File: src/verilog/ebs_pkg.sv
// shared constants and types of the expansion bus access sequencer
package ebs_pkg;

  ////////////////////////////////////////////////////////////////////////////
  // bus widths
  localparam int ADDR_W = 24;
  localparam int DATA_W = 16;
  localparam int NUM_TARGETS = 4;
  localparam int TGT_W = 2;

  ////////////////////////////////////////////////////////////////////////////
  // phase length fields: a field value n gives n+1 cycles
  localparam int ALEN_W = 2;
  localparam int SLEN_W = 2;
  localparam int PLEN_W = 4;
  localparam int HLEN_W = 2;
  localparam int RLEN_W = 4;
  localparam int CNT_W = 4;
  localparam int RUN_W = 5;

  // address held on the shared lines after the latch strobe falls
  localparam int LATCH_TO_ADDRESS_HOLD_CYC = 1;
  localparam logic [CNT_W-1:0] LATCH_HOLD_LOAD = CNT_W'(LATCH_TO_ADDRESS_HOLD_CYC - 1);

  ////////////////////////////////////////////////////////////////////////////
  // reset values
  localparam logic [CNT_W-1:0] CNT_RST = 4'h0;
  localparam logic [RUN_W-1:0] RUN_RST = 5'h00;
  localparam logic [ADDR_W-1:0] ADDR_RST = 24'h000000;
  localparam logic [DATA_W-1:0] DATA_RST = 16'h0000;
  localparam logic [NUM_TARGETS-1:0] CS_IDLE_N = 4'hf;
  localparam logic [TGT_W-1:0] TGT_RST = 2'h0;

  ////////////////////////////////////////////////////////////////////////////
  // access sequence states
  typedef enum logic [2:0] {
    ST_IDLE,
    ST_ADDR,
    ST_AHOLD,
    ST_SETUP,
    ST_STROBE,
    ST_HOLD,
    ST_RECOV
  } ebs_state_t;

endpackage : ebs_pkg

File: src/verilog/ebs_phase_cnt.sv
// down counter that times one phase of an expansion bus access
`timescale 1ns/1ns
module ebs_phase_cnt
  import ebs_pkg::*;
(
  // clock and reset
  input wire logic core_clk,
  input wire logic rst_n,
  // load and status
  input wire logic load,
  input wire logic [CNT_W-1:0] load_val,
  output logic done
);

  logic [CNT_W-1:0] cnt_q;
  logic [CNT_W-1:0] cnt_d;

  assign done = (cnt_q == CNT_RST);
  assign cnt_d = load ? load_val : (done ? cnt_q : cnt_q - 4'h1);

  always_ff @(posedge core_clk) begin
    if (!rst_n) begin
      cnt_q <= CNT_RST;
    end else begin
      cnt_q <= cnt_d;
    end
  end

endmodule : ebs_phase_cnt

File: src/verilog/ebs_sequencer.sv
// expansion bus access sequencer: phases, strobes, chip selects and data lines
`timescale 1ns/1ns

//////////////////////////////////////////////////////////////////////////////
// Function
// - multiplexed: latch strobe high 1 to 4 cycles per address phase length
// - multiplexed: address stays exactly one cycle after latch strobe falls
// - multiplexed: address valid when latch strobe rises
// - multiplexed: chip select asserts exactly one cycle after latch strobe falls
// - simplex: no latch strobe; chip select 1 to 4 cycles after address
// - address phase length sets how long address shows before setup
// - separate strobes: write data valid 1 to 4 cycles before write strobe
// - separate strobes: write strobe low 1 to 16 cycles per strobe length
// - separate strobes: write data kept 1 to 4 cycles after strobe rises
// - hold phase keeps chip select, address and write data
// - strobe length sets strobe active time; data present throughout
// - recovery of 1 to 16 cycles between successive accesses
// - single strobe: write data valid 1 to 4 cycles before data strobe
// - single strobe: data strobe low 1 to 16 cycles per strobe length
// - single strobe: write data kept 1 to 4 cycles after strobe rises
// - all phases counted in whole cycles of the one bus clock
module ebs_sequencer
  import ebs_pkg::*;
(
  // clock and reset
  input wire logic core_clk,
  input wire logic rst_n,
  // access request
  input wire logic req_valid,
  output logic req_ready,
  input wire logic req_write,
  input wire logic [TGT_W-1:0] req_target,
  input wire logic [ADDR_W-1:0] req_addr,
  input wire logic [DATA_W-1:0] req_wdata,
  // access completion
  output logic rsp_valid,
  output logic [DATA_W-1:0] rsp_rdata,
  output logic busy,
  // per target configuration
  input wire logic [NUM_TARGETS-1:0] cfg_muxed,
  input wire logic [NUM_TARGETS-1:0] cfg_single_strobe,
  input wire logic [NUM_TARGETS*ALEN_W-1:0] cfg_address_phase_len,
  input wire logic [NUM_TARGETS*SLEN_W-1:0] cfg_setup_phase_len,
  input wire logic [NUM_TARGETS*PLEN_W-1:0] cfg_strobe_phase_len,
  input wire logic [NUM_TARGETS*HLEN_W-1:0] cfg_hold_phase_len,
  input wire logic [NUM_TARGETS*RLEN_W-1:0] cfg_recovery_phase_len,
  // expansion bus pins
  output logic [ADDR_W-1:0] bus_addr,
  output logic [DATA_W-1:0] bus_data_out,
  output logic bus_data_oe,
  input wire logic [DATA_W-1:0] bus_data_in,
  output logic [NUM_TARGETS-1:0] chip_select_n,
  output logic address_latch_strobe,
  output logic write_strobe_n,
  output logic read_strobe_n,
  output logic single_data_strobe_n,
  output logic read_not_write
);

  ////////////////////////////////////////////////////////////////////////////
  // declarations
  ebs_state_t state_q;
  ebs_state_t state_d;
  logic accept;
  logic phase_done;
  logic cnt_load;
  logic [CNT_W-1:0] cnt_load_val;
  logic [DATA_W-1:0] din_s1_q;
  logic [DATA_W-1:0] din_s2_q;
  logic [TGT_W-1:0] cur_tgt_q;
  logic cur_write_q;
  logic cur_muxed_q;
  logic cur_single_q;
  logic [ALEN_W-1:0] cur_alen_q;
  logic [SLEN_W-1:0] cur_slen_q;
  logic [PLEN_W-1:0] cur_plen_q;
  logic [HLEN_W-1:0] cur_hlen_q;
  logic [RLEN_W-1:0] cur_rlen_q;
  logic [ADDR_W-1:0] addr_q;
  logic [DATA_W-1:0] wdata_q;
  logic [TGT_W-1:0] sel_tgt;
  logic sel_write;
  logic sel_muxed;
  logic sel_single;
  logic [ALEN_W-1:0] sel_alen;
  logic [SLEN_W-1:0] sel_slen;
  logic [PLEN_W-1:0] sel_plen;
  logic [HLEN_W-1:0] sel_hlen;
  logic [RLEN_W-1:0] sel_rlen;
  logic [ADDR_W-1:0] sel_addr;
  logic [DATA_W-1:0] sel_wdata;
  logic in_access_d;
  logic in_addr_d;
  logic in_cs_d;
  logic in_data_d;
  logic [NUM_TARGETS-1:0] cs_n_d;
  logic [NUM_TARGETS-1:0] cs_n_q;
  logic ale_q;
  logic wr_n_q;
  logic rd_n_q;
  logic ds_n_q;
  logic rnw_q;
  logic [ADDR_W-1:0] bus_addr_q;
  logic [DATA_W-1:0] bus_dout_q;
  logic [DATA_W-1:0] bus_dout_d;
  logic bus_oe_q;
  logic bus_oe_d;
  logic rsp_valid_q;
  logic [DATA_W-1:0] rdata_q;

  ////////////////////////////////////////////////////////////////////////////
  // input synchroniser for the read data pins
  always_ff @(posedge core_clk) begin
    if (!rst_n) begin
      din_s1_q <= DATA_RST;
      din_s2_q <= DATA_RST;
    end else begin
      din_s1_q <= bus_data_in;
      din_s2_q <= din_s1_q;
    end
  end

  ////////////////////////////////////////////////////////////////////////////
  // request acceptance and per target selection
  assign req_ready = (state_q == ST_IDLE);
  assign accept = req_valid && req_ready;
  assign busy = !req_ready;
  assign sel_tgt = accept ? req_target : cur_tgt_q;
  assign sel_write = accept ? req_write : cur_write_q;
  assign sel_muxed = accept ? cfg_muxed[req_target] : cur_muxed_q;
  assign sel_single = accept ? cfg_single_strobe[req_target] : cur_single_q;
  assign sel_alen = accept ? cfg_address_phase_len[req_target*ALEN_W +: ALEN_W] : cur_alen_q;
  assign sel_slen = accept ? cfg_setup_phase_len[req_target*SLEN_W +: SLEN_W] : cur_slen_q;
  assign sel_plen = accept ? cfg_strobe_phase_len[req_target*PLEN_W +: PLEN_W] : cur_plen_q;
  assign sel_hlen = accept ? cfg_hold_phase_len[req_target*HLEN_W +: HLEN_W] : cur_hlen_q;
  assign sel_rlen = accept ? cfg_recovery_phase_len[req_target*RLEN_W +: RLEN_W] : cur_rlen_q;
  assign sel_addr = accept ? req_addr : addr_q;
  assign sel_wdata = accept ? req_wdata : wdata_q;

  // configuration is snapshotted so a change mid access has no effect
  always_ff @(posedge core_clk) begin
    if (!rst_n) begin
      cur_tgt_q <= TGT_RST;
      cur_write_q <= 1'b0;
      cur_muxed_q <= 1'b0;
      cur_single_q <= 1'b0;
      cur_alen_q <= '0;
      cur_slen_q <= '0;
      cur_plen_q <= '0;
      cur_hlen_q <= '0;
      cur_rlen_q <= '0;
      addr_q <= ADDR_RST;
      wdata_q <= DATA_RST;
    end else begin
      cur_tgt_q <= sel_tgt;
      cur_write_q <= sel_write;
      cur_muxed_q <= sel_muxed;
      cur_single_q <= sel_single;
      cur_alen_q <= sel_alen;
      cur_slen_q <= sel_slen;
      cur_plen_q <= sel_plen;
      cur_hlen_q <= sel_hlen;
      cur_rlen_q <= sel_rlen;
      addr_q <= sel_addr;
      wdata_q <= sel_wdata;
    end
  end

  ////////////////////////////////////////////////////////////////////////////
  // phase sequencing, one bus clock per count
  always_comb begin
    state_d = state_q;
    case (state_q)
      ST_IDLE: begin
        if (req_valid) begin
          state_d = ST_ADDR;
        end
      end
      ST_ADDR: begin
        if (phase_done) begin
          state_d = cur_muxed_q ? ST_AHOLD : ST_SETUP;
        end
      end
      ST_AHOLD: begin
        if (phase_done) begin
          state_d = ST_SETUP;
        end
      end
      ST_SETUP: begin
        if (phase_done) begin
          state_d = ST_STROBE;
        end
      end
      ST_STROBE: begin
        if (phase_done) begin
          state_d = ST_HOLD;
        end
      end
      ST_HOLD: begin
        if (phase_done) begin
          state_d = ST_RECOV;
        end
      end
      ST_RECOV: begin
        if (phase_done) begin
          state_d = ST_IDLE;
        end
      end
      default: begin
        state_d = ST_IDLE;
      end
    endcase
  end

  // each phase counter load comes from its programmed length, except the latch hold, which loads LATCH_HOLD_LOAD
  assign cnt_load = (state_d != state_q);
  always_comb begin
    cnt_load_val = CNT_RST;
    case (state_d)
      ST_ADDR: cnt_load_val = CNT_W'(sel_alen);
      ST_AHOLD: cnt_load_val = LATCH_HOLD_LOAD;
      ST_SETUP: cnt_load_val = CNT_W'(sel_slen);
      ST_STROBE: cnt_load_val = sel_plen;
      ST_HOLD: cnt_load_val = CNT_W'(sel_hlen);
      ST_RECOV: cnt_load_val = sel_rlen;
      default: cnt_load_val = CNT_RST;
    endcase
  end

  ebs_phase_cnt u_cnt (
    .core_clk(core_clk),
    .rst_n(rst_n),
    .load(cnt_load),
    .load_val(cnt_load_val),
    .done(phase_done)
  );

  always_ff @(posedge core_clk) begin
    if (!rst_n) begin
      state_q <= ST_IDLE;
    end else begin
      state_q <= state_d;
    end
  end

  ////////////////////////////////////////////////////////////////////////////
  // pin decode from the next state, registered so pins align with state_q
  assign in_access_d = (state_d != ST_IDLE) && (state_d != ST_RECOV);
  assign in_addr_d = (state_d == ST_ADDR) || (state_d == ST_AHOLD);
  assign in_cs_d = (state_d == ST_SETUP) || (state_d == ST_STROBE) || (state_d == ST_HOLD);
  assign in_data_d = in_cs_d && sel_write;
  assign bus_oe_d = in_data_d || (in_addr_d && sel_muxed);
  assign bus_dout_d = in_data_d ? sel_wdata : ((in_addr_d && sel_muxed) ? sel_addr[DATA_W-1:0] : DATA_RST);

  genvar gi;
  generate
    for (gi = 0; gi < NUM_TARGETS; gi++) begin : g_cs
      assign cs_n_d[gi] = !(in_cs_d && (sel_tgt == TGT_W'(gi)));
    end
  endgenerate

  always_ff @(posedge core_clk) begin
    if (!rst_n) begin
      cs_n_q <= CS_IDLE_N;
      ale_q <= 1'b0;
      wr_n_q <= 1'b1;
      rd_n_q <= 1'b1;
      ds_n_q <= 1'b1;
      rnw_q <= 1'b1;
      bus_addr_q <= ADDR_RST;
      bus_dout_q <= DATA_RST;
      bus_oe_q <= 1'b0;
    end else begin
      cs_n_q <= cs_n_d;
      ale_q <= (state_d == ST_ADDR) && sel_muxed;
      wr_n_q <= !((state_d == ST_STROBE) && !sel_single && sel_write);
      rd_n_q <= !((state_d == ST_STROBE) && !sel_single && !sel_write);
      ds_n_q <= !((state_d == ST_STROBE) && sel_single);
      rnw_q <= in_access_d ? !sel_write : 1'b1;
      bus_addr_q <= in_access_d ? sel_addr : ADDR_RST;
      bus_dout_q <= bus_dout_d;
      bus_oe_q <= bus_oe_d;
    end
  end

  ////////////////////////////////////////////////////////////////////////////
  // read capture on the last strobe cycle, completion pulse after hold
  always_ff @(posedge core_clk) begin
    if (!rst_n) begin
      rdata_q <= DATA_RST;
      rsp_valid_q <= 1'b0;
    end else begin
      if ((state_q == ST_STROBE) && phase_done && !cur_write_q) begin
        rdata_q <= din_s2_q;
      end
      rsp_valid_q <= (state_q == ST_HOLD) && phase_done;
    end
  end

  assign rsp_valid = rsp_valid_q;
  assign rsp_rdata = rdata_q;
  assign chip_select_n = cs_n_q;
  assign address_latch_strobe = ale_q;
  assign write_strobe_n = wr_n_q;
  assign read_strobe_n = rd_n_q;
  assign single_data_strobe_n = ds_n_q;
  assign read_not_write = rnw_q;
  assign bus_addr = bus_addr_q;
  assign bus_data_out = bus_dout_q;
  assign bus_data_oe = bus_oe_q;

  ////////////////////////////////////////////////////////////////////////////
  // checks
  logic [RUN_W-1:0] run_q;
  logic [RUN_W-1:0] ale_run_q;

  always_ff @(posedge core_clk) begin
    if (!rst_n) begin
      run_q <= RUN_RST;
      ale_run_q <= RUN_RST;
    end else begin
      run_q <= (state_d == state_q) ? run_q + 5'h01 : RUN_RST;
      ale_run_q <= ale_q ? ale_run_q + 5'h01 : RUN_RST;
    end
  end

  property p_ale_len;
    @(posedge core_clk) disable iff (!rst_n)
      $fell(ale_q) |-> (ale_run_q == RUN_W'(cur_alen_q) + 5'h01);
  endproperty
  a_ale_len: assert property (p_ale_len) else $error("latch strobe length wrong");

  property p_addr_hold;
    @(posedge core_clk) disable iff (!rst_n)
      $fell(ale_q) |-> (bus_oe_q && bus_dout_q == addr_q[DATA_W-1:0]) ##1 (state_q == ST_SETUP);
  endproperty
  a_addr_hold: assert property (p_addr_hold) else $error("address hold after latch not one cycle");

  property p_addr_at_ale;
    @(posedge core_clk) disable iff (!rst_n)
      $rose(ale_q) |-> (bus_oe_q && bus_dout_q == addr_q[DATA_W-1:0]);
  endproperty
  a_addr_at_ale: assert property (p_addr_at_ale) else $error("address not valid at latch rise");

  property p_cs_after_ale;
    @(posedge core_clk) disable iff (!rst_n)
      $fell(ale_q) |-> (&cs_n_q) ##1 !(&cs_n_q);
  endproperty
  a_cs_after_ale: assert property (p_cs_after_ale) else $error("chip select timing after latch wrong");

  property p_simplex;
    @(posedge core_clk) disable iff (!rst_n)
      (state_q == ST_ADDR && !cur_muxed_q && phase_done) |-> !ale_q ##1 !(&cs_n_q);
  endproperty
  a_simplex: assert property (p_simplex) else $error("simplex latch or chip select wrong");

  property p_wr_setup;
    @(posedge core_clk) disable iff (!rst_n)
      $fell(write_strobe_n) |-> ($past(state_q) == ST_SETUP && $past(run_q) == RUN_W'(cur_slen_q) && $past(bus_oe_q));
  endproperty
  a_wr_setup: assert property (p_wr_setup) else $error("write data setup length wrong");

  property p_wr_pulse;
    @(posedge core_clk) disable iff (!rst_n)
      $rose(write_strobe_n) |-> ($past(run_q) == RUN_W'(cur_plen_q) && bus_oe_q && bus_dout_q == wdata_q);
  endproperty
  a_wr_pulse: assert property (p_wr_pulse) else $error("write strobe width wrong");

  property p_ds_setup;
    @(posedge core_clk) disable iff (!rst_n)
      $fell(single_data_strobe_n) |-> ($past(run_q) == RUN_W'(cur_slen_q) && (bus_oe_q == cur_write_q));
  endproperty
  a_ds_setup: assert property (p_ds_setup) else $error("data strobe setup length wrong");

  property p_ds_pulse;
    @(posedge core_clk) disable iff (!rst_n)
      $rose(single_data_strobe_n) |-> ($past(run_q) == RUN_W'(cur_plen_q) && state_q == ST_HOLD);
  endproperty
  a_ds_pulse: assert property (p_ds_pulse) else $error("data strobe width wrong");

  property p_hold;
    @(posedge core_clk) disable iff (!rst_n)
      (state_q == ST_HOLD && state_d == ST_RECOV) |->
        (run_q == RUN_W'(cur_hlen_q) && !(&cs_n_q) && bus_addr_q == addr_q && (bus_oe_q == cur_write_q));
  endproperty
  a_hold: assert property (p_hold) else $error("hold phase length or held signals wrong");

  property p_recov;
    @(posedge core_clk) disable iff (!rst_n)
      (state_q == ST_RECOV && state_d == ST_IDLE) |-> (run_q == RUN_W'(cur_rlen_q) && (&cs_n_q));
  endproperty
  a_recov: assert property (p_recov) else $error("recovery length wrong");

  property p_order;
    @(posedge core_clk) disable iff (!rst_n)
      (state_q == ST_STROBE && state_d != ST_STROBE) |-> (state_d == ST_HOLD) ##1 (state_d inside {ST_HOLD, ST_RECOV});
  endproperty
  a_order: assert property (p_order) else $error("phase order broken");

  c_mux_write: cover property (@(posedge core_clk) disable iff (!rst_n) $fell(write_strobe_n) && cur_muxed_q);
  c_simplex_read: cover property (@(posedge core_clk) disable iff (!rst_n) $rose(read_strobe_n) && !cur_muxed_q);
  c_single_strobe: cover property (@(posedge core_clk) disable iff (!rst_n) $rose(single_data_strobe_n));
  c_back_to_back: cover property (@(posedge core_clk) disable iff (!rst_n) rsp_valid_q ##[1:20] accept);

endmodule : ebs_sequencer

File: config.mk
export PLATFORM = sky130hd
export DESIGN_NAME = ebs_sequencer
export DESIGN_NICKNAME = d
export VERILOG_FILES = /design/src/verilog/ebs_pkg.sv /design/src/verilog/ebs_phase_cnt.sv /design/src/verilog/ebs_sequencer.sv
export SDC_FILE = /design/constraint.sdc
export NUM_CORES = 1
export LEC_CHECK = 0
export ABC_AREA = 1
export BUFFER_PORTS_ARGS = -buffer_cell sky130_fd_sc_hd__buf_4
export CAP_MARGIN = 20
export CORE_ASPECT_RATIO = 1.2
export CORE_UTILIZATION = 54
export DETAILED_ROUTE_END_ITERATION = 8
export PLACE_DENSITY = 0.94
export RECOVER_POWER = 25
export SLEW_MARGIN = 30
export SYNTH_ARGS = -nofsm -noshare
export SYNTH_HDL_FRONTEND = slang
export SYNTH_SLANG_ARGS = --single-unit
File: constraint.sdc
create_clock -name core_clk -period 3.8 [get_ports core_clk]
set_clock_uncertainty 0.2 [all_clocks]
set_input_delay 0.19 -clock core_clk [delete_from_list [all_inputs] [get_ports core_clk]]
set_output_delay 0.19 -clock core_clk [all_outputs]
set_load 0.02 [all_outputs]
# Word level (Yosys, flattened, before mapping)
# Index checks and enable logic that the tools add are counted.
# Widths: inputs -> output; s select.
[totals] ff_bits=165 out_inout_bits=69
[op_classes] n_lt_le_gt_ge=1 addsub=1 n_reduce_logical=36 n_mux=29 shifts=5 n_eq_ne=18
[op_table] cell="$mux 16" count=3
[op_table] cell="$shiftx 16x5->4" count=2
[op_table] cell="$mux 24" count=1
[op_table] cell="$shiftx 8x4->2" count=3
[op_table] cell="$mux 3" count=7
[op_table] cell="$pmux 3 s7" count=1
[op_table] cell="$pmux 4 s5" count=1
[op_table] cell="$eq 3x3->1 const B" count=6
[op_table] cell="$logic_and 1x1->1" count=16
[op_table] cell="$mux 4" count=4
[op_table] cell="$eq 3x2->1 const B" count=4
[op_table] cell="$logic_not 1->1" count=11
[op_table] cell="$mux 2" count=4
[op_table] cell="$eq 3x1->1 const B" count=2
[op_table] cell="$mux 1" count=6
[op_table] cell="$bmux 1 s2" count=2
[op_table] cell="$eq 2x2->1 const B" count=2
[op_table] cell="$logic_not 4->1" count=1
[op_table] cell="$logic_or 1x1->1" count=4
[op_table] cell="$sub 4x1->4 const B" count=1
[op_table] cell="$logic_not 3->1" count=1
[op_table] cell="$lt 2x3->1 const B" count=1
[op_table] cell="$ne 3x3->1" count=1
[op_table] cell="$ne 3x3->1 const B" count=1
[op_table] cell="5 further kinds" count=5

# Longest topological paths before layout
# Gate-level depths: netlist of run 1.
[depth] depth_word=8 depth_mapped=14

# By module
# Synthesis of run 1 repeated with hierarchy kept, for this count alone.
[unflattened] hier_cells=885 hier_area_um2=6711.4
[modules_own_cells] mod="ebs_sequencer" area_per_inst_um2=6456.2 instances=1 cells_per_inst=844
[modules_own_cells] mod="ebs_phase_cnt" area_per_inst_um2=255.2 instances=1 cells_per_inst=41

# Least setup slack after synthesis of run 1
# No wires, ideal clock.
[synth_path] path_type="reg2reg" start="register u_cnt.cnt_q[0]" end="register bus_dout_q[10], in the netlist bus_data_out[10]" setup_slack_ns=1.757 arrival_time_ns=1.706 setup_time_ns=0.137 period_less_slack_ns=2.043 path_stages_with_launch=14 cell_sequence="dfxtp_1 -> inv_1 -> ha_1 -> nand2_2 -> nor2_4 -> nand2_2 -> nand3_2 -> nor2_4 -> nor2_1 -> nor2_2 -> nor2_4 -> buf_6 -> nand2_1 -> o31ai_2"
[synth_via] elab_chain_cells=8 elab_cells_between_ends=20 cone_classes="5 x eq/ne; 9 x mux; 6 x reduce/logical"
[synth_lines] item="from (decl)" line="ebs_phase_cnt.sv:15" rtl="logic [CNT_W-1:0] cnt_q;"
[synth_lines] item="from (signal assigned)" line="ebs_phase_cnt.sv:25" rtl="cnt_q <= cnt_d;"
[synth_lines] item="$logic_not 4->1 *" line="ebs_phase_cnt.sv:18" rtl="assign done = (cnt_q == CNT_RST);"
[synth_lines] item="$mux 3 (tied with other cells)" line="ebs_sequencer.sv:205" rtl="if (phase_done) begin"
[synth_lines] item="$pmux 3 s7 *" line="ebs_sequencer.sv:173" rtl="case (state_q)"
[synth_lines] item="$eq 3x1->1 (tied with other cells)" line="ebs_sequencer.sv:249" rtl="assign in_addr_d = (state_d == ST_ADDR) || (state_d == ST_AHOLD);"
[synth_lines] item="$logic_or 1x1->1 (on tied branches)" line="ebs_sequencer.sv:249, ebs_sequencer.sv:250"
[synth_lines] item="$logic_and 1x1->1 / $logic_or 1x1->1 (equally long branches)" line="ebs_sequencer.sv:253, ebs_sequencer.sv:250"
[synth_lines] item="$mux 16 / $logic_and 1x1->1 (equally long branches)" line="ebs_sequencer.sv:253, ebs_sequencer.sv:251"
[synth_lines] item="$mux 16 *" line="ebs_sequencer.sv:253" rtl="assign bus_dout_d = in_data_d ? sel_wdata : ((in_addr_d && sel_muxed) ? sel_addr[DATA_W-1:0] : DATA_RST);"
[synth_lines] item="to (signal assigned)" line="ebs_sequencer.sv:281" rtl="bus_dout_q <= bus_dout_d;"
[synth_lines] item="to (decl)" line="ebs_sequencer.sv:104" rtl="logic [DATA_W-1:0] bus_dout_q;"
# Mark *: on every way between the ends. The rest lies on a longest branch, timed or not.
# A chain may end at the register's enable or synchronous reset.

# Final worst setup path of run 1
[layout_path] start="register u_cnt.cnt_q[0]" end="register bus_addr_q[7], in the netlist bus_addr[7]"
[layout_via] elab_chain_cells=6 elab_cells_between_ends=12 cone_classes="1 x eq/ne; 7 x mux; 4 x reduce/logical"
[layout_lines] item="$logic_not 4->1 *" line="ebs_phase_cnt.sv:18"
[layout_lines] item="$mux 3 (tied with other cells)" line="ebs_sequencer.sv:205"
[layout_lines] item="$pmux 3 s7 *" line="ebs_sequencer.sv:173"
[layout_lines] item="$ne 3x3->1 / $reduce_bool 3->1 (equally long branches)" line="ebs_sequencer.sv:248" rtl="assign in_access_d = (state_d != ST_IDLE) && (state_d != ST_RECOV);"
[layout_lines] item="$logic_and 1x1->1 *" line="ebs_sequencer.sv:248"
[layout_lines] item="$reduce_and 2->1 (no source line) *"
[layout_lines] item="to (signal assigned)" line="ebs_sequencer.sv:280" rtl="bus_addr_q <= in_access_d ? sel_addr : ADDR_RST;"
[layout_lines] item="to (decl)" line="ebs_sequencer.sv:103" rtl="logic [ADDR_W-1:0] bus_addr_q;"
# Marks and branches as above.

==> out/results.txt, run 1 <==
Critical R2R Launch: u_cnt.cnt_q[0]
Routed Antenna Nets: 0
clk slew on worst S/H paths: 70 ps
Post-DP HPWL: 11.1 mm
internal power: 3520 uW
DRC viols: 0
worst vdd rail ir drop: 421 uV
f_max: 351 MHz
Seq pwr share: 38.1%
clk root buf: clkbuf_16
via count: 6,363
Boundary Pins: 195
CTS Sinks: 165
Std-Cell Rows: 43
Critical Path Start Type: flop
DR pass1 iterations: 5
average wire per standard cell: 16.5 um
Final nets: 1,156
crit-path leading delay family: simple AND/OR/NAND/NOR gates
Placer Congestion: 0.893
Final Hold Fails: 0
DIE AREA: 12,300 um2
worst endpoint required time: 3860 ps
Comb power frac: 32.9%
Final Max Tran Viols: 0
post-synthesis cell count: 797
final core occ: 76.7%
Net Sw Power: 2070 uW
post-synthesis sequential area ratio: 51.5%
cell accounting for the most synthesized area: dfxtp_1
Post-Syn Area: 6410 um2
H-Tree Level Count: 4
WP buf/inv: 3
core area: 11,600 um2
TritonCTS Buffers: 17
Yosys reg bits: 165
Mapped Nets: 924
syn avg cell area: 8.04 um2
sw frac: 37.1%
number of synthesized flops with an enable pin: 0
synthesis warning total: 0
Die Ht: 121 um
clk_lat worst skew: 430 ps
library cells used by synthesis: 37
clock share of power: 29.0%
setup violators final: 0
initial antenna violation count: 1
share of layout cells above drive strength 1: 25.0%
crit-path cells: inv_1, ha_1, nand3_1, nand2_1, nand2_2, inv_1, nand2_4, a211oi_2, nor2_1, inv_2, nor2_1
vias in the first global route: 6,298
worst rel slew slack: 43.3%
slowest stage cell, crit path: inv_2
Max-Cap Viols: 0
DIE WIDTH: 101 um
Fillers: 729
post-synth top area share: 51.5%
crit path time final: 2850 ps
flip-flop and latch area: 3300 um2
area occupied by multi-input gates: 2550 um2
IO Port Bufs: 194
worst min-delay path category: primary input to flop
largest net degree at the start of global routing: 57
Ant. Diodes: 0
Synth Flop Type: dfxtp_1
Setup CP Type: flop to flop
initial drt markers: 517
status: finished, final reports clean
PD cells: 630 nW/um2
worst slew pin tran: 850 ps
Overflow after GRT: 0
Tot GR Track Use: 33.3%
crit path capture type: flop
Area contributors post-synth: dfxtp_1 (52%), nand2_1 (11%), nor2_1 (7.0%)
P_leak: 0.00445 uW
Crit. Startpoint: u_cnt.cnt_q[0]
first-pass GRT wire length: 30.7 mm
Routed Wire Length: 19.8 mm
min-delay src: cfg_recovery_phase_len[13]
clk buf depth: 2
Starting Density: 55.4%
RSZ-0062 raised after global routing: no
Syn-to-layout area delta: 38.4%
via/cell ratio: 5.32
slowest stage delay, CP: 500 ps
Fin Setup TNS: 0 ps
data arrival time of the worst path: 2900 ps
critical path fanouts, max: 25
final period utilization: 74.9%
TritonCTS clock tree: built
number of buffers added for setup after CTS: 0
asr flop ratio synth: 0%
-- cell families (layout without fill, tap and decap cells) --
logic type                 after synthesis  in the layout  share of synthesized area, %
DFF                                    165            165                          51.5
muxes                                   26             26                          4.06
and+or+nand+nor                        377            377                          25.5
xor gates and xnor gates                 1              1                         0.137
buffers and inverters                  125            368                          8.63
adders and majority gates                1              1                         0.195
AOI/OAI and AO/OA                      102            102                          9.94
-- final timing paths --
| path | slack [ps] | depth (start not counted) | to |
|---|---|---|---|
| min | 7 | 5 | cur_rlen_q[1] |
| max reg2reg | 950 | 11 | bus_addr[7] |
| max | 950 | 11 | bus_addr[7] |
| min reg2reg | 200 | 2 | din_s2_q[3] |
-- cells in the mapped netlist, types with 6 or more instances --
| master | instances |
|---|---|
| nand3_1 | 26 |
| inv_1 | 77 |
| a21oi_1 | 26 |
| clkbuf_1 | 17 |
| buf_2 | 10 |
| o31ai_2 | 10 |
| nand4_1 | 6 |
| or2_2 | 6 |
| nor2_4 | 7 |
| nor2_1 | 119 |
| buf_4 | 6 |
| nand2_1 | 180 |
| o21ai_0 | 43 |
| mux2i_1 | 26 |
| nor2_2 | 11 |
| nand2_2 | 10 |
| dfxtp_1 | 165 |
| inv_2 | 6 |
-- through the flow --
| step | hold slack, ps | area, um2 | power [uW] | instances | setup WS [ps] |
|---|---|---|---|---|---|
| 6_report | 7.23 | 8870 | 5590 | 1197 | 955 |
| 5_1_grt | 37.2 | 8870 | 5820 | 1197 | 834 |
| 4_1_cts | 9.83 | 8970 | 5520 | 1197 | 1110 |
| 3_5_place_dp | 176 | 7860 | 3870 | 1111 | 1180 |
| 3_3_place_gp | 175 | 7860 | 3810 | 1111 | 1240 |
| 2_1_floorplan | 87.6 | 6410 | 3390 | 797 | 1760 |
-- cells in the final DEF (no fill, tap or decap), drive strengths merged --
cell type / count
a211oi: 1
a21oi: 26
buf: 156
clkbuf: 63
clkinv: 4
clkinvlp: 2
dfxtp: 165
dlygate4sd3: 56
ha: 1
inv: 87
mux2i: 26
nand2: 192
nand3: 30
nand3b: 1
nand4: 6
nor2: 137
nor3: 3
nor4: 1
o211ai: 4
o21a: 4
o21ai: 45
o21bai: 2
o22ai: 5
o31ai: 15
or2: 7
xor2: 1
-- power by group through the flow --
stage | logic [uW] | clock network, uW | registers, uW
finish | 1840 | 1620 | 2130
global route | 1970 | 1710 | 2140
CTS | 1810 | 1590 | 2110
detailed placement | 1730 | 0 | 2140
global placement | 1680 | 0 | 2130
floorplan | 1150 | 0 | 2240
-- registers in the layout (all words and copies together) (netlist names), 2 cells and up --
| name | cells |
|---|---|
| addr_q | 24 |
| bus_addr | 24 |
| wdata_q | 16 |
| chip_select_n | 4 |
| state_q | 3 |
| din_s2_q | 16 |
| u_cnt.cnt_q | 4 |
| cur_alen_q | 2 |
| cur_rlen_q | 4 |
| cur_slen_q | 2 |
| cur_plen_q | 4 |
| rsp_rdata | 16 |
| din_s1_q | 16 |
| cur_hlen_q | 2 |
| bus_data_out | 16 |
| cur_tgt_q | 2 |
-- cell type report --
class	instances	area share [%]
timing repair buffer	254	22.0
multi-input combinational	507	28.8
clock buffer	21	5.42
sequential	165	37.2
inverter	84	3.55
tap	157	2.21
clock inverter	9	0.804
-- timing repair --
| action | 4_1_cts | 5_1_grt |
|---|---|---|
| resized for setup | 0 | 0 |
| hold endpoints to repair | 86 | 0 |
| hold buffers | 56 | 0 |
-- worst min-delay path: stages --
cell and delay, ps:
buf_4 80, o21ai_0 80, o211ai_1 120, nand2_1 60, nor2_1 70
-- routing by layer --
layer / GRT usage [%] / wire, um
met5: 0 / 0
met4: 25.3 / 1430
met3: 9.50 / 1530
met2: 56.7 / 9890
met1: 34.1 / 6950
No activity file was read; power rests on OpenSTA's default activity.
==> inputs of run 2 (changes only) <==
Settings changed: CORE_UTILIZATION 54 to 51, PLACE_DENSITY 0.94 to 0.9.
Clock period 3.8 ns to 3 ns, I/O delays scaled along.
==> out/results.txt, run 2 (same netlist as run 1, synthesis figures left out) <==
worst min-delay path category: primary input to flop
initial antenna violation count: 0 (-1)
crit-path cells: nor2_4, nand3_2, inv_1, buf_4, or2_2, o21ai_1, nor2_4, nand2_1, o31ai_2
f_max: 391 MHz (+11%)
slowest stage cell, crit path: nor2_4
IO Port Bufs: 194 (unchanged)
Starting Density: 52.7% (-2.7 points)
H-Tree Level Count: 4 (unchanged)
clk root buf: clkbuf_16
Tot GR Track Use: 30.0% (-3.3 points)
clk slew on worst S/H paths: 70 ps (about the same)
critical path fanouts, max: 19 (-24%)
first-pass GRT wire length: 30.3 mm (-1.3%)
P_leak: 0.00450 uW (+1.2%)
most frequent CP cell: nor2_4
Boundary Pins: 195 (unchanged)
number of buffers added for setup after CTS: 0 (unchanged)
crit path capture type: flop
Ant. Diodes: 0 (unchanged)
DP Area: 7900 um2 (+0.51%)
crit path time final: 2560 ps (-287 ps)
Final Hold Fails: 0 (unchanged)
Routed Antenna Nets: 0 (unchanged)
Die Ht: 125 um (+2.9%)
worst vdd rail ir drop: 526 uV (+25%)
worst rel slew slack: 28.8% (-15 points)
placed cells: 1,118 (+0.63%)
Routed Wire Length: 19.5 mm (-1.6%)
TritonCTS clock tree: built
RSZ-0062 raised after global routing: no
worst endpoint required time: 3130 ps (-730 ps)
setup violators final: 0 (unchanged)
crit-path leading delay family: simple AND/OR/NAND/NOR gates
slowest stage delay, CP: 440 ps (-60 ps)
vias in the first global route: 6,242 (-0.89%)
design area: 9110 um2 (+2.7%)
TritonCTS Buffers: 17 (unchanged)
Post-DP HPWL: 11.0 mm (-0.57%)
Setup CP Type: flop to flop
DR pass1 iterations: 6 (+1)
status: finished, final reports clean
DIE WIDTH: 104 um (+2.8%)
clk buf depth: 2 (unchanged)
Final Max Tran Viols: 0 (unchanged)
Critical Path Start Type: flop
Max-Cap Viols: 0 (unchanged)
worst slew pin tran: 1070 ps (+219 ps)
DIE AREA: 13,000 um2 (+5.8%)
Overflow after GRT: 0 (unchanged)
via count: 6,268 (-1.5%)
Layout Cells excl Fill: 1,223 (+2.2%)
most frequent cells in the layout: nand2_1 (180), dfxtp_1 (165), buf_4 (157)
largest net degree at the start of global routing: 78 (+37%)
Placer Congestion: 0.826 (-7.4%)
Final nets: 1,176 (+1.7%)
average wire per standard cell: 15.9 um (-3.7%)
clk_lat worst skew: 430 ps (about the same)
final period utilization: 85.3% (+10 points)
PD cells: 810 nW/um2 (+29%)
most common cell after layout, fill and taps aside: nand2_1
DRC viols: 0 (unchanged)
Std-Cell Rows: 44 (+2.3%)
via/cell ratio: 5.13 (-3.6%)
initial drt markers: 499 (-3.5%)
final core occ: 74.9% (-1.8 points)
WP buf/inv: 2 (-1)
core area: 12,200 um2 (+5.2%)
Fin Setup TNS: 0 ps (unchanged)
share of layout cells above drive strength 1: 23.2% (-1.8 points)
data arrival time of the worst path: 2690 ps (-210 ps)
Final Power: 7380 uW (+32%)
Syn-to-layout area delta: 42.1%
CTS Sinks: 165 (unchanged)
run 2: per-stage QoR:
step / hold WS [ps] / worst slack, ps
after global routing: 70.6 / 313
final: 12.2 / 441
after global placement: 138 / 600
after CTS: 5.17 / 504
after floorplan: 47.6 / 957
after detailed placement: 137 / 542
run 2: path summary, 6_finish.rpt:
| check | from | end | slack, ps | depth (start not counted) |
|---|---|---|---|---|
| setup reg to reg | state_q[0] | bus_data_out[8] | 440 | 9 |
| hold / removal | cfg_recovery_phase_len[1] | cur_rlen_q[1] | 10 | 5 |
| setup / recovery | state_q[0] | bus_data_out[8] | 440 | 9 |
| hold reg to reg | din_s1_q[0] | din_s2_q[0] | 210 | 2 |
run 2: where the power goes:
group          internal (uW)  switching (uW)
registers               2530             165
clock network           1480             908
logic                    788            1520
total                   4790            2590
run 2: area by class of cell:
class	count	area (um2)
Inverter	84	315
Multi-Input combinational cell	507	2550
Tap cell	161	201
Fill cell	850	3060
Clock buffer	23	478
Timing Repair Buffer	274	2090
Clock inverter	9	165
Sequential cell	165	3300
run 2: worst register-to-register path, delay by kind of cell, from the launching register on:
kind,cells,cell delay [ps]
AOI/OAI and AO/OA,2,300
buffers and inverters,2,480
and+or+nand+nor,5,1090
DFF,1,400
run 2: routing by layer:
| layer | wire (um) | track usage (%) | up-vias |
|---|---|---|---|
| li1 | - | - | 3001 |
| met4 | 1060 | 19.4 | 0 |
| met3 | 1190 | 6.65 | 89 |
| met2 | 9950 | 53.2 | 318 |
| met1 | 7270 | 31.7 | 2860 |
| met5 | 0 | 0 | - |
run 2: what timing repair did:
| action | CTS | global route |
|---|---|---|
| setup endpoints to repair | 0 | 0 |
| gates resized for setup | 0 | 0 |
| hold endpoints to repair | 114 | 0 |
| hold buffers | 73 | 0 |
==> inputs of run 3 (changes only) <==
Settings changed: RECOVER_POWER 25 to 100.
==> out/results.txt, run 3 (same netlist as run 1, synthesis figures left out) <==
share of layout cells above drive strength 1: 18.8% (-4.3 points)
most common cell after layout, fill and taps aside: nand2_1
data arrival time of the worst path: 2780 ps (+90 ps)
clk_lat worst skew: 430 ps (about the same)
Boundary Pins: 195 (unchanged)
crit path time final: 2690 ps (+129 ps)
via/cell ratio: 5.09 (-0.72%)
post-route worst setup slack: 312 ps (-129 ps)
Tot GR Track Use: 30.0% (unchanged)
Overflow after GRT: 0 (unchanged)
Starting Density: 52.7% (unchanged)
DR pass1 iterations: 8 (+2)
first-pass GRT wire length: 30.3 mm (unchanged)
slowest stage delay, CP: 400 ps (-40 ps)
Syn-to-layout area delta: 39.4%
via count: 6,223 (-0.72%)
internal power: 4720 uW (-1.4%)
most frequent CP cell: nor2_1
average wire per standard cell: 15.9 um (about the same)
clk slew on worst S/H paths: 70 ps (about the same)
Routed Antenna Nets: 0 (unchanged)
clock share of power: 32.7% (+0.4 points)
PD cells: 814 nW/um2 (+0.41%)
Critical Path Start Type: flop
TritonCTS Buffers: 17 (unchanged)
initial antenna violation count: 0 (unchanged)
sw frac: 35.0% (-0.11 points)
flip-flop and latch area: 3300 um2 (unchanged)
status: finished, final reports clean
CTS Sinks: 165 (unchanged)
largest net degree at the start of global routing: 78 (unchanged)
worst endpoint required time: 3090 ps (-40 ps)
Final Max Tran Viols: 0 (unchanged)
worst vdd rail ir drop: 512 uV (-2.7%)
vias in the first global route: 6,242 (unchanged)
critical path fanouts, max: 25 (+6)
worst slew pin tran: 1030 ps (-38.0 ps)
Std-Cell Rows: 44 (unchanged)
crit-path leading delay family: simple AND/OR/NAND/NOR gates
quantity of gates resized following cts: 0 (unchanged)
Comb power frac: 30.4% (-0.8 points)
Fillers: 910 (+7.1%)
core area: 12,200 um2 (unchanged)
clk buf depth: 2 (unchanged)
clk root buf: clkbuf_16
RSZ-0062 raised after global routing: no
post-place setup slack: 542 ps (unchanged)
P_leak: 0.00437 uW (-2.8%)
area occupied by multi-input gates: 2480 um2 (-2.9%)
Final Power: 7270 uW (-1.5%)
number of buffers added for setup after CTS: 0 (unchanged)
DIE WIDTH: 104 um (unchanged)
worst min-delay path category: primary input to flop
worst rel slew slack: 31.3% (+2.5 points)
crit-path cells: inv_1, ha_1, nand2_2, nor2_1, nand2_2, nand2_1, nor2_4, nand2_4, a211oi_1, nor2_1, inv_2, nor2_1
Setup CP Type: flop to flop
Seq pwr share: 36.9% (+0.4 points)
Fin Setup TNS: 0 ps (unchanged)
f_max: 372 MHz (-4.8%)
initial drt markers: 492 (-1.4%)
H-Tree Level Count: 4 (unchanged)
crit path capture type: flop
Die Ht: 125 um (unchanged)
WP buf/inv: 2 (unchanged)
most frequent cells in the layout: nand2_1 (181), dfxtp_1 (165), buf_4 (130)
final period utilization: 89.6% (+4.3 points)
setup violators final: 0 (unchanged)
Final Hold Fails: 0 (unchanged)
Max-Cap Viols: 0 (unchanged)
Placer Congestion: 0.826 (unchanged)
DIE AREA: 13,000 um2 (unchanged)
IO Port Bufs: 194 (unchanged)
Post-DP HPWL: 11.0 mm (unchanged)
slowest stage cell, crit path: inv_2
Net Sw Power: 2540 uW (-1.8%)
TritonCTS clock tree: built
Routed Wire Length: 19.5 mm (about the same)
Ant. Diodes: 0 (unchanged)
DRC viols: 0 (unchanged)
Final nets: 1,176 (unchanged)
## run 3: worst register-to-register path, cell delays in order (launching register included)
cell      delay (ps)
dfxtp_1          360
inv_1             60
ha_1             310
nand2_2          120
nor2_1           100
nand2_2          120
nand2_1          100
nor2_4           110
nand2_4           90
a211oi_1         350
nor2_1            90
inv_2            400
nor2_1           150
## run 3: through the flow
stage	area, um2	std cells	util (%)	hold WS [ps]
floorplan	6410	797	-	47.6
global placement	7900	1118	64.9	138
detailed placement	7900	1118	64.9	137
CTS	9270	1223	76.2	5.17
global route	8930	1223	73.4	70.6
finish	8930	1223	73.4	16.7
## run 3: what timing repair did
action	4_1_cts	5_1_grt
setup endpoints to repair	0	0
hold buffers	73	0
hold endpoints to repair	114	0
## run 3: path summary, 6_finish.rpt
path | startpoint | end | slack, ps | depth (start not counted)
setup / recovery | u_cnt.cnt_q[0] | bus_addr[1] | 310 | 12
setup reg to reg | u_cnt.cnt_q[0] | bus_addr[1] | 310 | 12
hold / removal | cfg_recovery_phase_len[1] | cur_rlen_q[1] | 20 | 5
hold reg to reg | din_s1_q[0] | din_s2_q[0] | 210 | 2
## run 3: power groups by stage
stage               registers [uW]  logic, uW  clock network, uW
global route                  2700       2380               2470
detailed placement            2710       2200                  0
finish                        2680       2210               2380
CTS                           2670       2320               2350
floorplan                     2840       1460                  0
global placement              2710       2160                  0
## run 3: cell type report
type,count,area share [%]
clock buffers,23,5.35
inverters,84,3.53
well taps,161,2.25
flip-flops and latches,165,37.0
multi-input cells,507,27.7
repair buffers,274,22.3
clock inverters,9,1.85
## run 3: layer usage
metal,share of wire (%),track usage (%)
met1,38,31.7
met2,51,53.2
met3,6.0,6.65
met4,4.9,19.4
met5,0,0
